<file path="config.mk">
export PLATFORM = sky130hd
export DESIGN_NAME = hsf_status_frame_regs
export DESIGN_NICKNAME = d
export VERILOG_FILES = /design/src/core/hsf_pkg.sv /design/src/core/hsf_timer_if.sv /design/src/core/hsf_microframe_timer.sv /design/src/core/hsf_status_frame_regs.sv
export SDC_FILE = /design/constraint.sdc
export NUM_CORES = 1
export LEC_CHECK = 0
export ABC_AREA = 0
export CORE_MARGIN = 2
export CORE_UTILIZATION = 45
export DETAILED_ROUTE_END_ITERATION = 12
export DONT_BUFFER_PORTS = 1
export PLACE_DENSITY_LB_ADDON = 0.05
export SETUP_SLACK_MARGIN = 0.2
export SLEW_MARGIN = 15
export SYNTH_ARGS = -nofsm -noshare
export SYNTH_HDL_FRONTEND = slang
export SYNTH_SLANG_ARGS = --single-unit
export TNS_END_PERCENT = 100
</file>
<file path="constraint.sdc">
create_clock -name clk_sys -period 2.1 [get_ports clk_sys]
set_clock_uncertainty 0.1 [all_clocks]
set_input_delay 0.21 -clock clk_sys [delete_from_list [all_inputs] [get_ports clk_sys]]
set_output_delay 0.21 -clock clk_sys [all_outputs]
set_load 0.02 [all_outputs]
</file>
<file path="src/core/hsf_pkg.sv">
`default_nettype none
// ==========================================================
// Shared constants of the status and frame index block
package hsf_pkg;
	// ==========================================================
	// Register map, byte addresses on the processor port
	localparam int ADDR_W = 8;
	localparam logic [ADDR_W-1:0] STATUS_OFS = 8'h24;
	localparam logic [ADDR_W-1:0] INTEN_OFS = 8'h28;
	localparam logic [ADDR_W-1:0] MFCOUNT_OFS = 8'h2c;
	localparam int DATA_W = 32;
	localparam int BE_W = 4;
	localparam logic [BE_W-1:0] FULL_WORD_BE = 4'hf;
	localparam logic [DATA_W-1:0] ZERO_WORD = 32'h00000000;
	// ==========================================================
	// Status fields
	localparam int ROLLOVER_BIT = 3;
	localparam int PORTCHG_BIT = 2;
	localparam logic STATUS_FLAG_RESET = 1'b0;
	// ==========================================================
	// Microframe counter and frame list index
	localparam int COUNT_W = 14;
	localparam logic [COUNT_W-1:0] COUNT_RESET = 14'h0000;
	localparam logic [COUNT_W-1:0] COUNT_ONE = 14'h0001;
	localparam int INDEX_LSB = 3;
	localparam int INDEX_W = 10;
	localparam logic [INDEX_W-1:0] INDEX_RESET = 10'h000;
	localparam int LIST_SIZE_W = 2;
	localparam logic [LIST_SIZE_W-1:0] LIST_SIZE_1024 = 2'h0;
	localparam logic [LIST_SIZE_W-1:0] LIST_SIZE_512 = 2'h1;
	localparam logic [LIST_SIZE_W-1:0] LIST_SIZE_256 = 2'h2;
	localparam logic [COUNT_W-1:0] WRAP_MASK_1024 = 14'h3fff;
	localparam logic [COUNT_W-1:0] WRAP_MASK_512 = 14'h1fff;
	localparam logic [COUNT_W-1:0] WRAP_MASK_256 = 14'h0fff;
	// ==========================================================
	// Ports
	localparam int NUM_PORTS = 3;
	localparam logic [NUM_PORTS-1:0] PORTS_RESET = 3'h0;
	// ==========================================================
	// Timing
	localparam int CLK_PERIOD_NS = 20;
	localparam int MICROFRAME_NS = 125000;
	localparam int MICROFRAME_CYCLES = MICROFRAME_NS / CLK_PERIOD_NS;
	localparam int TMR_W = 16;
	localparam logic [TMR_W-1:0] TMR_RESET = 16'h0000;
	localparam logic [TMR_W-1:0] TMR_ONE = 16'h0001;
	typedef enum logic {TMR_STOPPED, TMR_RUNNING} hsf_tmr_state_type;
endpackage : hsf_pkg
`default_nettype wire

</file>
<file path="src/core/hsf_timer_if.sv">
`timescale 1ns/1ps
`default_nettype none
// ==========================================================
// Link between the register bank and the microframe timer
interface hsf_timer_if;
	logic run;
	logic restart;
	logic tick;
	modport ctrl (output run, output restart, input tick);
	modport timer (input run, input restart, output tick);
endinterface : hsf_timer_if
`default_nettype wire

</file>
<file path="src/core/hsf_microframe_timer.sv">
`timescale 1ns/1ps
`default_nettype none
// ==========================================================
// Microframe period timer
module hsf_microframe_timer #(
	parameter int unsigned MicroframeCycles = hsf_pkg::MICROFRAME_CYCLES
) (
	input wire logic clk_sys,
	input wire logic rst,
	hsf_timer_if.timer tmr
);
	localparam logic [hsf_pkg::TMR_W-1:0] LAST = hsf_pkg::TMR_W'(MicroframeCycles - 1);

	hsf_pkg::hsf_tmr_state_type state_r;
	hsf_pkg::hsf_tmr_state_type state_nxt;
	logic [hsf_pkg::TMR_W-1:0] cnt_r;
	logic [hsf_pkg::TMR_W-1:0] cnt_nxt;
	logic tick_r;
	logic tick_nxt;

	// ==========================================================
	// Next state
	always_comb begin
		state_nxt = state_r;
		cnt_nxt = cnt_r;
		tick_nxt = 1'b0;
		case (state_r)
			hsf_pkg::TMR_STOPPED: begin
				cnt_nxt = hsf_pkg::TMR_RESET;
				if (tmr.run) begin
					state_nxt = hsf_pkg::TMR_RUNNING;
				end
			end
			hsf_pkg::TMR_RUNNING: begin
				if (!tmr.run) begin
					state_nxt = hsf_pkg::TMR_STOPPED;
					cnt_nxt = hsf_pkg::TMR_RESET;
				end else if (tmr.restart) begin
					// A new count value starts a fresh microframe
					cnt_nxt = hsf_pkg::TMR_RESET;
				end else if (cnt_r == LAST) begin
					cnt_nxt = hsf_pkg::TMR_RESET;
					tick_nxt = 1'b1;
				end else begin
					cnt_nxt = cnt_r + hsf_pkg::TMR_ONE;
				end
			end
			default: begin
				state_nxt = hsf_pkg::TMR_STOPPED;
			end
		endcase
	end

	// ==========================================================
	// Registers
	always_ff @(posedge clk_sys or posedge rst) begin
		if (rst) begin
			state_r <= hsf_pkg::TMR_STOPPED;
			cnt_r <= hsf_pkg::TMR_RESET;
			tick_r <= 1'b0;
		end else begin
			state_r <= state_nxt;
			cnt_r <= cnt_nxt;
			tick_r <= tick_nxt;
		end
	end

	assign tmr.tick = tick_r;
endmodule : hsf_microframe_timer
`default_nettype wire

</file>
<file path="src/core/hsf_status_frame_regs.sv">
`timescale 1ns/1ps
`default_nettype none
// Function
// - Status flags clear only by writing one; writing zero keeps them.
// - Set rollover flag, bit 3, on every second wrap of the frame list index to zero.
// - Set port change flag, bit 2, on unowned port change or forced resume rise of a suspended port.
// - Status register holds no per-transaction bus results.
// - Interrupt enable register accepts accesses; all bits reserved, enable nothing.
// - Counter updates once every 125 microseconds while running.
// - Frame list entry chosen by counter bits upper bit down to bit 3.
// - Index width follows the programmed list size setting.
// - Whole-word counter writes change the frame number of later start-of-frame packets.
// - Counter bits 13 to 0 give frame number and index; upper bits zero.
// - Counter increments by one at the end of every microframe.
// - Run control set executes the schedule; cleared stops it.
module hsf_status_frame_regs #(
	parameter int unsigned MicroframeCycles = hsf_pkg::MICROFRAME_CYCLES
) (
	input wire logic clk_sys,
	input wire logic rst,
	input wire logic regSelect,
	input wire logic regWrite,
	input wire logic regRead,
	input wire logic [hsf_pkg::ADDR_W-1:0] regAddr,
	input wire logic [hsf_pkg::BE_W-1:0] regByteEn,
	input wire logic [hsf_pkg::DATA_W-1:0] regWdata,
	input wire logic runStop,
	input wire logic [hsf_pkg::LIST_SIZE_W-1:0] listSizeField,
	input wire logic [hsf_pkg::NUM_PORTS-1:0] portChange,
	input wire logic [hsf_pkg::NUM_PORTS-1:0] portOwnershipBit,
	input wire logic [hsf_pkg::NUM_PORTS-1:0] forcedResumeBit,
	input wire logic [hsf_pkg::NUM_PORTS-1:0] portSuspended,
	output logic [hsf_pkg::DATA_W-1:0] regRdata,
	output logic regRvalid,
	output logic [hsf_pkg::COUNT_W-1:0] sofFrameNumber,
	output logic [hsf_pkg::INDEX_W-1:0] frameListIndex,
	output logic listRolloverFlag,
	output logic portChangeFlag
);
	// ==========================================================
	// Decoding helpers

	// Bits of the counter that run up to and including the wrap point
	function automatic logic [hsf_pkg::COUNT_W-1:0] wrapMask(
		input logic [hsf_pkg::LIST_SIZE_W-1:0] size
	);
		logic [hsf_pkg::COUNT_W-1:0] m;
		m = hsf_pkg::WRAP_MASK_1024;
		if (size == hsf_pkg::LIST_SIZE_512) begin
			m = hsf_pkg::WRAP_MASK_512;
		end else if (size == hsf_pkg::LIST_SIZE_256) begin
			m = hsf_pkg::WRAP_MASK_256;
		end
		return m;
	endfunction : wrapMask

	// Bits that form the list position, one below the wrap point
	function automatic logic [hsf_pkg::COUNT_W-1:0] indexMask(
		input logic [hsf_pkg::LIST_SIZE_W-1:0] size
	);
		return wrapMask(size) >> 1;
	endfunction : indexMask

	// Frame list entry: counter bits from the list's upper bit down to bit 3
	function automatic logic [hsf_pkg::INDEX_W-1:0] listIndexOf(
		input logic [hsf_pkg::COUNT_W-1:0] count,
		input logic [hsf_pkg::LIST_SIZE_W-1:0] size
	);
		logic [hsf_pkg::COUNT_W-1:0] masked;
		masked = (count & indexMask(size)) >> hsf_pkg::INDEX_LSB;
		return masked[hsf_pkg::INDEX_W-1:0];
	endfunction : listIndexOf

	// Register address decode used by both read and write paths
	function automatic logic isAddr(
		input logic [hsf_pkg::ADDR_W-1:0] addr,
		input logic [hsf_pkg::ADDR_W-1:0] ofs
	);
		return addr == ofs;
	endfunction : isAddr

	// Status image: only the two implemented flags, reserved bits read zero
	function automatic logic [hsf_pkg::DATA_W-1:0] statusWord(
		input logic rollover,
		input logic portChg
	);
		logic [hsf_pkg::DATA_W-1:0] w;
		w = hsf_pkg::ZERO_WORD;
		w[hsf_pkg::ROLLOVER_BIT] = rollover;
		w[hsf_pkg::PORTCHG_BIT] = portChg;
		return w;
	endfunction : statusWord

	// Counter image: bits above the counter are reserved and read zero
	function automatic logic [hsf_pkg::DATA_W-1:0] countWord(
		input logic [hsf_pkg::COUNT_W-1:0] count
	);
		logic [hsf_pkg::DATA_W-1:0] w;
		w = hsf_pkg::ZERO_WORD;
		w[hsf_pkg::COUNT_W-1:0] = count;
		return w;
	endfunction : countWord

	// Whole-word check on the byte enables
	function automatic logic isFullWord(
		input logic [hsf_pkg::BE_W-1:0] be
	);
		return be == hsf_pkg::FULL_WORD_BE;
	endfunction : isFullWord

	// ==========================================================
	// Timer link
	hsf_timer_if tmrLink ();

	hsf_microframe_timer #(
		.MicroframeCycles(MicroframeCycles)
	) uTimer (
		.clk_sys(clk_sys),
		.rst(rst),
		.tmr(tmrLink.timer)
	);

	// ==========================================================
	// Counter state
	logic [hsf_pkg::COUNT_W-1:0] count_r;
	logic [hsf_pkg::COUNT_W-1:0] count_nxt;
	logic [hsf_pkg::INDEX_W-1:0] index_r;
	logic [hsf_pkg::INDEX_W-1:0] index_nxt;

	// ==========================================================
	// Status state
	logic rollover_r;
	logic rollover_nxt;
	logic portChg_r;
	logic portChg_nxt;
	logic [hsf_pkg::NUM_PORTS-1:0] resumePrev_r;
	logic [hsf_pkg::NUM_PORTS-1:0] resumePrev_nxt;

	// ==========================================================
	// Read port state
	logic [hsf_pkg::DATA_W-1:0] rdata_r;
	logic [hsf_pkg::DATA_W-1:0] rdata_nxt;
	logic rvalid_r;
	logic rvalid_nxt;

	// ==========================================================
	// Access qualification
	logic wrAccess;
	logic rdAccess;
	logic statusWrite;
	logic countWrite;
	logic [hsf_pkg::NUM_PORTS-1:0] portEvent;

	assign wrAccess = regSelect & regWrite;
	// Both strobes high at once is taken as a write only
	assign rdAccess = regSelect & regRead & ~regWrite;
	assign statusWrite = wrAccess & isAddr(regAddr, hsf_pkg::STATUS_OFS);
	// Only whole-word writes load the counter; half-word writes are dropped
	assign countWrite = wrAccess & isAddr(regAddr, hsf_pkg::MFCOUNT_OFS) & isFullWord(regByteEn);

	// ==========================================================
	// Per-port change sources
	genvar p;
	generate
		for (p = 0; p < hsf_pkg::NUM_PORTS; p++) begin : gPort
			logic resumeRise;
			// A forced resume counts only on its rising edge while suspended
			assign resumeRise = forcedResumeBit[p] & ~resumePrev_r[p] & portSuspended[p];
			// Change bits of owned ports belong to the companion controller and are masked; resume rises are not
			assign portEvent[p] = (portChange[p] & ~portOwnershipBit[p]) | resumeRise;
		end
	endgenerate

	assign tmrLink.run = runStop;
	// A load restarts the period so the new number lasts a whole microframe
	assign tmrLink.restart = countWrite;

	// ==========================================================
	// Status events and software clears
	logic stepNow;
	logic wrapNow;
	logic clearRollover;
	logic clearPortChg;
	logic setPortChg;

	// A step needs the run level at the tick itself; a tick in flight at stop is dropped
	assign stepNow = runStop & tmrLink.tick;
	assign clearRollover = statusWrite & regWdata[hsf_pkg::ROLLOVER_BIT];
	assign clearPortChg = statusWrite & regWdata[hsf_pkg::PORTCHG_BIT];
	assign setPortChg = |portEvent;

	// ==========================================================
	// Counter and list index next values
	always_comb begin
		wrapNow = 1'b0;
		count_nxt = count_r;
		// A load wins over a step; loading while running is left to software
		if (countWrite) begin
			// Upper bits are dropped so they always read as zero
			count_nxt = regWdata[hsf_pkg::COUNT_W-1:0];
		end else if (stepNow) begin
			wrapNow = (count_r & wrapMask(listSizeField)) == wrapMask(listSizeField);
			count_nxt = count_r + hsf_pkg::COUNT_ONE;
		end
		index_nxt = listIndexOf(count_nxt, listSizeField);
	end

	// ==========================================================
	// Status flag next values
	always_comb begin
		rollover_nxt = rollover_r;
		portChg_nxt = portChg_r;
		resumePrev_nxt = forcedResumeBit;
		// Clear first, then set, so an event in the clearing cycle survives
		if (clearRollover) begin
			rollover_nxt = 1'b0;
		end
		if (clearPortChg) begin
			portChg_nxt = 1'b0;
		end
		if (wrapNow) begin
			rollover_nxt = 1'b1;
		end
		if (setPortChg) begin
			portChg_nxt = 1'b1;
		end
	end

	// ==========================================================
	// Read data
	always_comb begin
		rdata_nxt = hsf_pkg::ZERO_WORD;
		rvalid_nxt = rdAccess;
		if (rdAccess) begin
			if (isAddr(regAddr, hsf_pkg::STATUS_OFS)) begin
				// Only controller state flags, nothing about bus transactions
				rdata_nxt = statusWord(rollover_r, portChg_r);
			end else if (isAddr(regAddr, hsf_pkg::INTEN_OFS)) begin
				// Writes are taken and discarded; nothing is enabled
				rdata_nxt = hsf_pkg::ZERO_WORD;
			end else if (isAddr(regAddr, hsf_pkg::MFCOUNT_OFS)) begin
				rdata_nxt = countWord(count_r);
			end else begin
				// Unmapped addresses read as zero
				rdata_nxt = hsf_pkg::ZERO_WORD;
			end
		end
	end

	// ==========================================================
	// Counter registers
	always_ff @(posedge clk_sys or posedge rst) begin
		if (rst) begin
			count_r <= hsf_pkg::COUNT_RESET;
			index_r <= hsf_pkg::INDEX_RESET;
		end else begin
			count_r <= count_nxt;
			index_r <= index_nxt;
		end
	end

	// ==========================================================
	// Status registers
	always_ff @(posedge clk_sys or posedge rst) begin
		if (rst) begin
			rollover_r <= hsf_pkg::STATUS_FLAG_RESET;
			portChg_r <= hsf_pkg::STATUS_FLAG_RESET;
			resumePrev_r <= hsf_pkg::PORTS_RESET;
		end else begin
			rollover_r <= rollover_nxt;
			portChg_r <= portChg_nxt;
			resumePrev_r <= resumePrev_nxt;
		end
	end

	// ==========================================================
	// Read port registers
	always_ff @(posedge clk_sys or posedge rst) begin
		if (rst) begin
			rdata_r <= hsf_pkg::ZERO_WORD;
			rvalid_r <= 1'b0;
		end else begin
			rdata_r <= rdata_nxt;
			rvalid_r <= rvalid_nxt;
		end
	end

	// ==========================================================
	// Outputs
	assign regRdata = rdata_r;
	assign regRvalid = rvalid_r;

	assign sofFrameNumber = count_r;
	assign frameListIndex = index_r;

	assign listRolloverFlag = rollover_r;
	assign portChangeFlag = portChg_r;
endmodule : hsf_status_frame_regs
`default_nettype wire

</file>
==> summary.md <==
| Metric | Value |
|---|---|
| Status | `completed` |
| Y dimension of the die | `82.97 µm` |
| Met2 WL | `2602 µm` |
| Fraction of power consumed by sequential logic | `0.598` |
| Clock network fraction of design power | `0.324` |
| # nets final | `361` |
| Number of instances in the synthesized netlist | `262` |
| Classification of the worst setup path | `reg2reg` |
| Category of the worst setup path launch point | `register` |
| Worst Max-Slew Pin Slew | `0.7191 ns` |
| FF-to-FF setup slack | `0.28 ns` |
| Buffers and inverters on the worst path | `0` |
| Number of buffers added by the clock tree synthesis step | `5` |
| Root buffer cell | `sky130_fd_sc_hd__clkbuf_8` |
| Wire length on met3 | `385 µm` |
| Starting density of the core | `0.4685` |
| Largest stage delay, worst path | `0.51 ns` |
| Slew Viols, Final | `0` |
| Launch point of the worst hold path | `regWdata[12]` |
| Critical path arrival | `1.94 ns` |
| Pre-CTS WS | `-0.01205 ns` |
| Routed WL | `5953 µm` |
| Global-route congestion overflow total | `0` |
| Maximum number of pins on one net before global-route repair | `55` |
| Post-synthesis instance area | `0.002806 mm²` |
| Count of flip-flops with a built-in enable after synthesis | `0` |
| Antenna diodes | `0` |
| Net switching share of the total power | `0.2446` |
| Worst relative slew slack | `0.5195` |
| Worst Setup End Kind | `register` |
| Number of input and output port buffers inserted | `0` |
| Clock transition time at the flip-flop clock pins of the worst setup and hold paths | `0.10 ns` |
| Leakage power summed over all cells | `1.501 nW` |
| Global-route usage over all layers | `0.1779` |
| Clock tree from TritonCTS | `yes` |
| Synth Area in Compound Gates | `0.04949` |
| Estimated wirelength of the detail-placed design | `4072 µm` |
| Row count | `28` |
| Vias in the first global route | `1,910` |
| Min-Delay Endpoint | `frameListIndex[9]$_DFF_PP0_` |
| Post-synthesis mux area share | `0.06955` |
| Synthesized-area fraction occupied by xor and xnor cells | `0.07490` |
| Register area | `0.001351 mm²` |
| Design internal power | `1.331 mW` |
| Total setup violations reported at the end of the flow | `0` |
| Cell taking the most area after synthesis | `sky130_fd_sc_hd__dfrtp_1` |
| Detailed router's first-iteration violation count | `109` |
| Area fraction of the dominant cell type after synthesis | `0.4815` |
| Net switching power of the design | `430.8 µW` |
| Die X-Extent | `82.97 µm` |
| H-tree level count | `2` |
| Die ar. | `0.006884 mm²` |
| Dominant combinational cell family by area after synthesis | `simple AND/OR/NAND/NOR gates` |
| Number of fill cells in the layout | `558` |
| Synth Warn # | `0` |
| WHS | `0.01354 ns` |
| Required time worst endpoint | `2.22 ns` |
| Final Hold Fails | `0` |
| Routability Congestion | `0.7825` |
| Largest cells by area after synthesis | `sky130_fd_sc_hd__dfrtp_1, sky130_fd_sc_hd__buf_4, sky130_fd_sc_hd__xnor2_1` |
| Synthesized area per cell | `10.71 µm²` |
| PnR Total Power | `1.761 mW` |
| Cells along the critical path | `ha_2 -> and2_1 -> nand3_2 -> or4_1 -> a21oi_1` |
| Shortest clock period the worst path allows after layout | `1.818 ns` |
| Antenna Nets Post-Route | `0` |
| Detailed-route wire length on metal 1 | `2898 µm` |
| Instance count along the most critical hold path | `2` |
| Slack of the critical path | `0.2816 ns` |
| Clock sink count | `54` |
| Maximum buffer depth of the clock tree | `2` |
| Post-synthesis share of cell area spent on full adders, half adders and majority gates | `0.01783` |
| Post-Synth Simple-Gate Area | `0.1984` |
| Fraction of the yosys area taken by sequential cells | `0.4815` |
| Core area | `0.005991 mm²` |
| Combinational share of power | `0.078` |
| P&R area growth vs syn | `14.31%` |
| Endpoint of the worst-slack reg-to-reg timing path | `uTimer.cnt_r[14]$_DFF_PP0_` |
| Peak supply drop | `0.3084 mV` |
| Worst hold-check path type | `in2reg` |
| Beginning of the worst register-to-register path | `uTimer.cnt_r[0]$_DFF_PP0_` |
| Final critical-path share of the clock period | `0.8659` |
| Inst Count DP | `334` |
| Fraction of layout cells with a size suffix above 1 | `0.1468` |
| Avg WL per Cell | `16.18 µm` |
| Share of async-settable or async-resettable flops after synthesis | `1.000` |
| Clock latency on the worst-skew pair | `0.31 ns` |
| Detailed-route via count | `1,923` |
| Initial antenna violation count | `0` |
| Worst reg2reg path depth | `5` |
| Multi-input logic area | `0.001249 mm²` |
| Seq cells post-synth | `54` |
| Critical-path maximum fanout | `4` |
| CP max stage cell | `sky130_fd_sc_hd__or4_1` |
| Via-to-Cell Ratio | `5.226` |
| Non-filler instance count after layout | `368` |
| Unrepaired setup endpoints after global routing | `yes` |
| Crit-path leading delay family | `simple AND/OR/NAND/NOR gates` |
| Number of distinct library cell variants in the gate-level netlist after synthesis | `38` |
| Ratio of total power to cell area | `549.1 mW/mm²` |
| Most used DFF post-synth | `sky130_fd_sc_hd__dfrtp_1` |
| Detailed-route DRC error count | `0` |
| Wire length of the first global-routing pass | `9929 µm` |
| I/O pin count | `123` |
| Router iterations before antenna repair | `4` |
| Maximum capacitance violations | `0` |
| Highest metal used | `met4` |
| Maximum clock frequency | `549.9 MHz` |
-- metrics by stage --
stage / setup TNS (ns) / utilization / area (µm²)
3_3_place_gp: 0 / 0.4739 / 2839
2_1_floorplan: 0 / - / 2870
4_1_cts: 0 / 0.5303 / 3177
5_1_grt: 0 / 0.5355 / 3208
3_5_place_dp: -0.03192 / 0.4739 / 2839
6_report: 0 / 0.5355 / 3208
-- synthesized netlist by cell type, drive strengths merged, types with 2 or more instances --
library cell,number
nor4b,3
mux2,11
and2,15
o41ai,4
nand3,12
nor4,3
nand2,10
buf,28
a21oi,5
mux2i,6
clkbuf,7
inv,15
and4,4
nor2,17
dfrtp,54
nand2b,2
and3,5
o31ai,3
ha,4
xnor2,16
or4,2
xor2,8
nor3,4
nand4,13
-- cells in the final DEF (no fill, tap or decap), drive strengths merged, types with 6 or more instances in the layout --
master       synthesis  layout
dlygate4sd3          0      25
nor2                17      17
nand4               13      13
and2                15      15
mux2i                6       6
xnor2               16      16
xor2                 8       8
mux2                11      11
inv                 15      15
dfrtp               54      54
buf                 28      17
nand2               10      10
conb                 1      18
clkbuf               7       6
nand3               12      12
-- state kept, by name (all words and copies together), names as in the netlist, 3 cells and up --
register        cells
frameListIndex     10
regRdata           14
resumePrev_r        3
sofFrameNumber      6
uTimer.cnt_r       16
-- worst max-delay path by stage --
stage / slack (ns) / startpoint / depth (start not counted) / endpoint
after floorplan: 0.23 / regAddr[7] / 6 / frameListIndex[1]$_DFFE_PP0P_
after global routing: 0.18 / uTimer.cnt_r[0]$_DFF_PP0_ / 5 / uTimer.cnt_r[14]$_DFF_PP0_
after CTS: 0.21 / uTimer.cnt_r[1]$_DFF_PP0_ / 5 / uTimer.cnt_r[14]$_DFF_PP0_
after global placement: 0.04 / regAddr[7] / 4 / uTimer.cnt_r[3]$_DFF_PP0_
after detailed placement: -0.01 / regAddr[7] / 4 / uTimer.cnt_r[6]$_DFF_PP0_
final: 0.28 / uTimer.cnt_r[0]$_DFF_PP0_ / 5 / uTimer.cnt_r[14]$_DFF_PP0_
-- power by group through the flow --
stage,Sequential [mW],Combinational [mW],Clock (mW)
2_1_floorplan,1.07,0.102,0
3_3_place_gp,1.08,0.0933,0
3_5_place_dp,1.08,0.0939,0
4_1_cts,1.05,0.136,0.591
5_1_grt,1.05,0.154,0.628
6_report,1.05,0.137,0.570
-- timing repair --
action                                  CTS  global route
gates resized for setup                   0             3
setup buffers                             1             1
endpoints found under the setup margin    1             4
endpoints found under the hold margin    77             0
hold buffers                             25             0
-- worst register-to-register path, cell delays in order, from the launching register on --
cell	delay, ns
sky130_fd_sc_hd__dfrtp_1	0.41
sky130_fd_sc_hd__ha_2	0.23
sky130_fd_sc_hd__and2_1	0.21
sky130_fd_sc_hd__nand3_2	0.12
sky130_fd_sc_hd__or4_1	0.51
sky130_fd_sc_hd__a21oi_1	0.16
-- area by class of cell --
cell class                      instances  share of cell area
Multi-Input combinational cell        175              0.3892
Clock buffer                            6             0.02262
Timing Repair Buffer                   42              0.1178
Tap cell                               75             0.02925
Sequential cell                        54              0.4212
Inverter                               15             0.01755
Clock inverter                          1            0.002340
-- kinds of logic after synthesis --
kind of cell	count (synthesis)
other	1
adders and majority gates	4
muxes	17
AOI/OAI and AO/OA	18
DFF	54
and+or+nand+nor	94
xor gates and xnor gates	24
buffers and inverters	50
-- per-layer routing --
layer / track usage / up-vias
met1: 0.2603 / 916
met4: 0.04471 / 0
met5: 0 / -
met3: 0.04573 / 5
li1: - / 921
met2: 0.2639 / 81
Note: power is estimated with default switching activity, not from simulation.
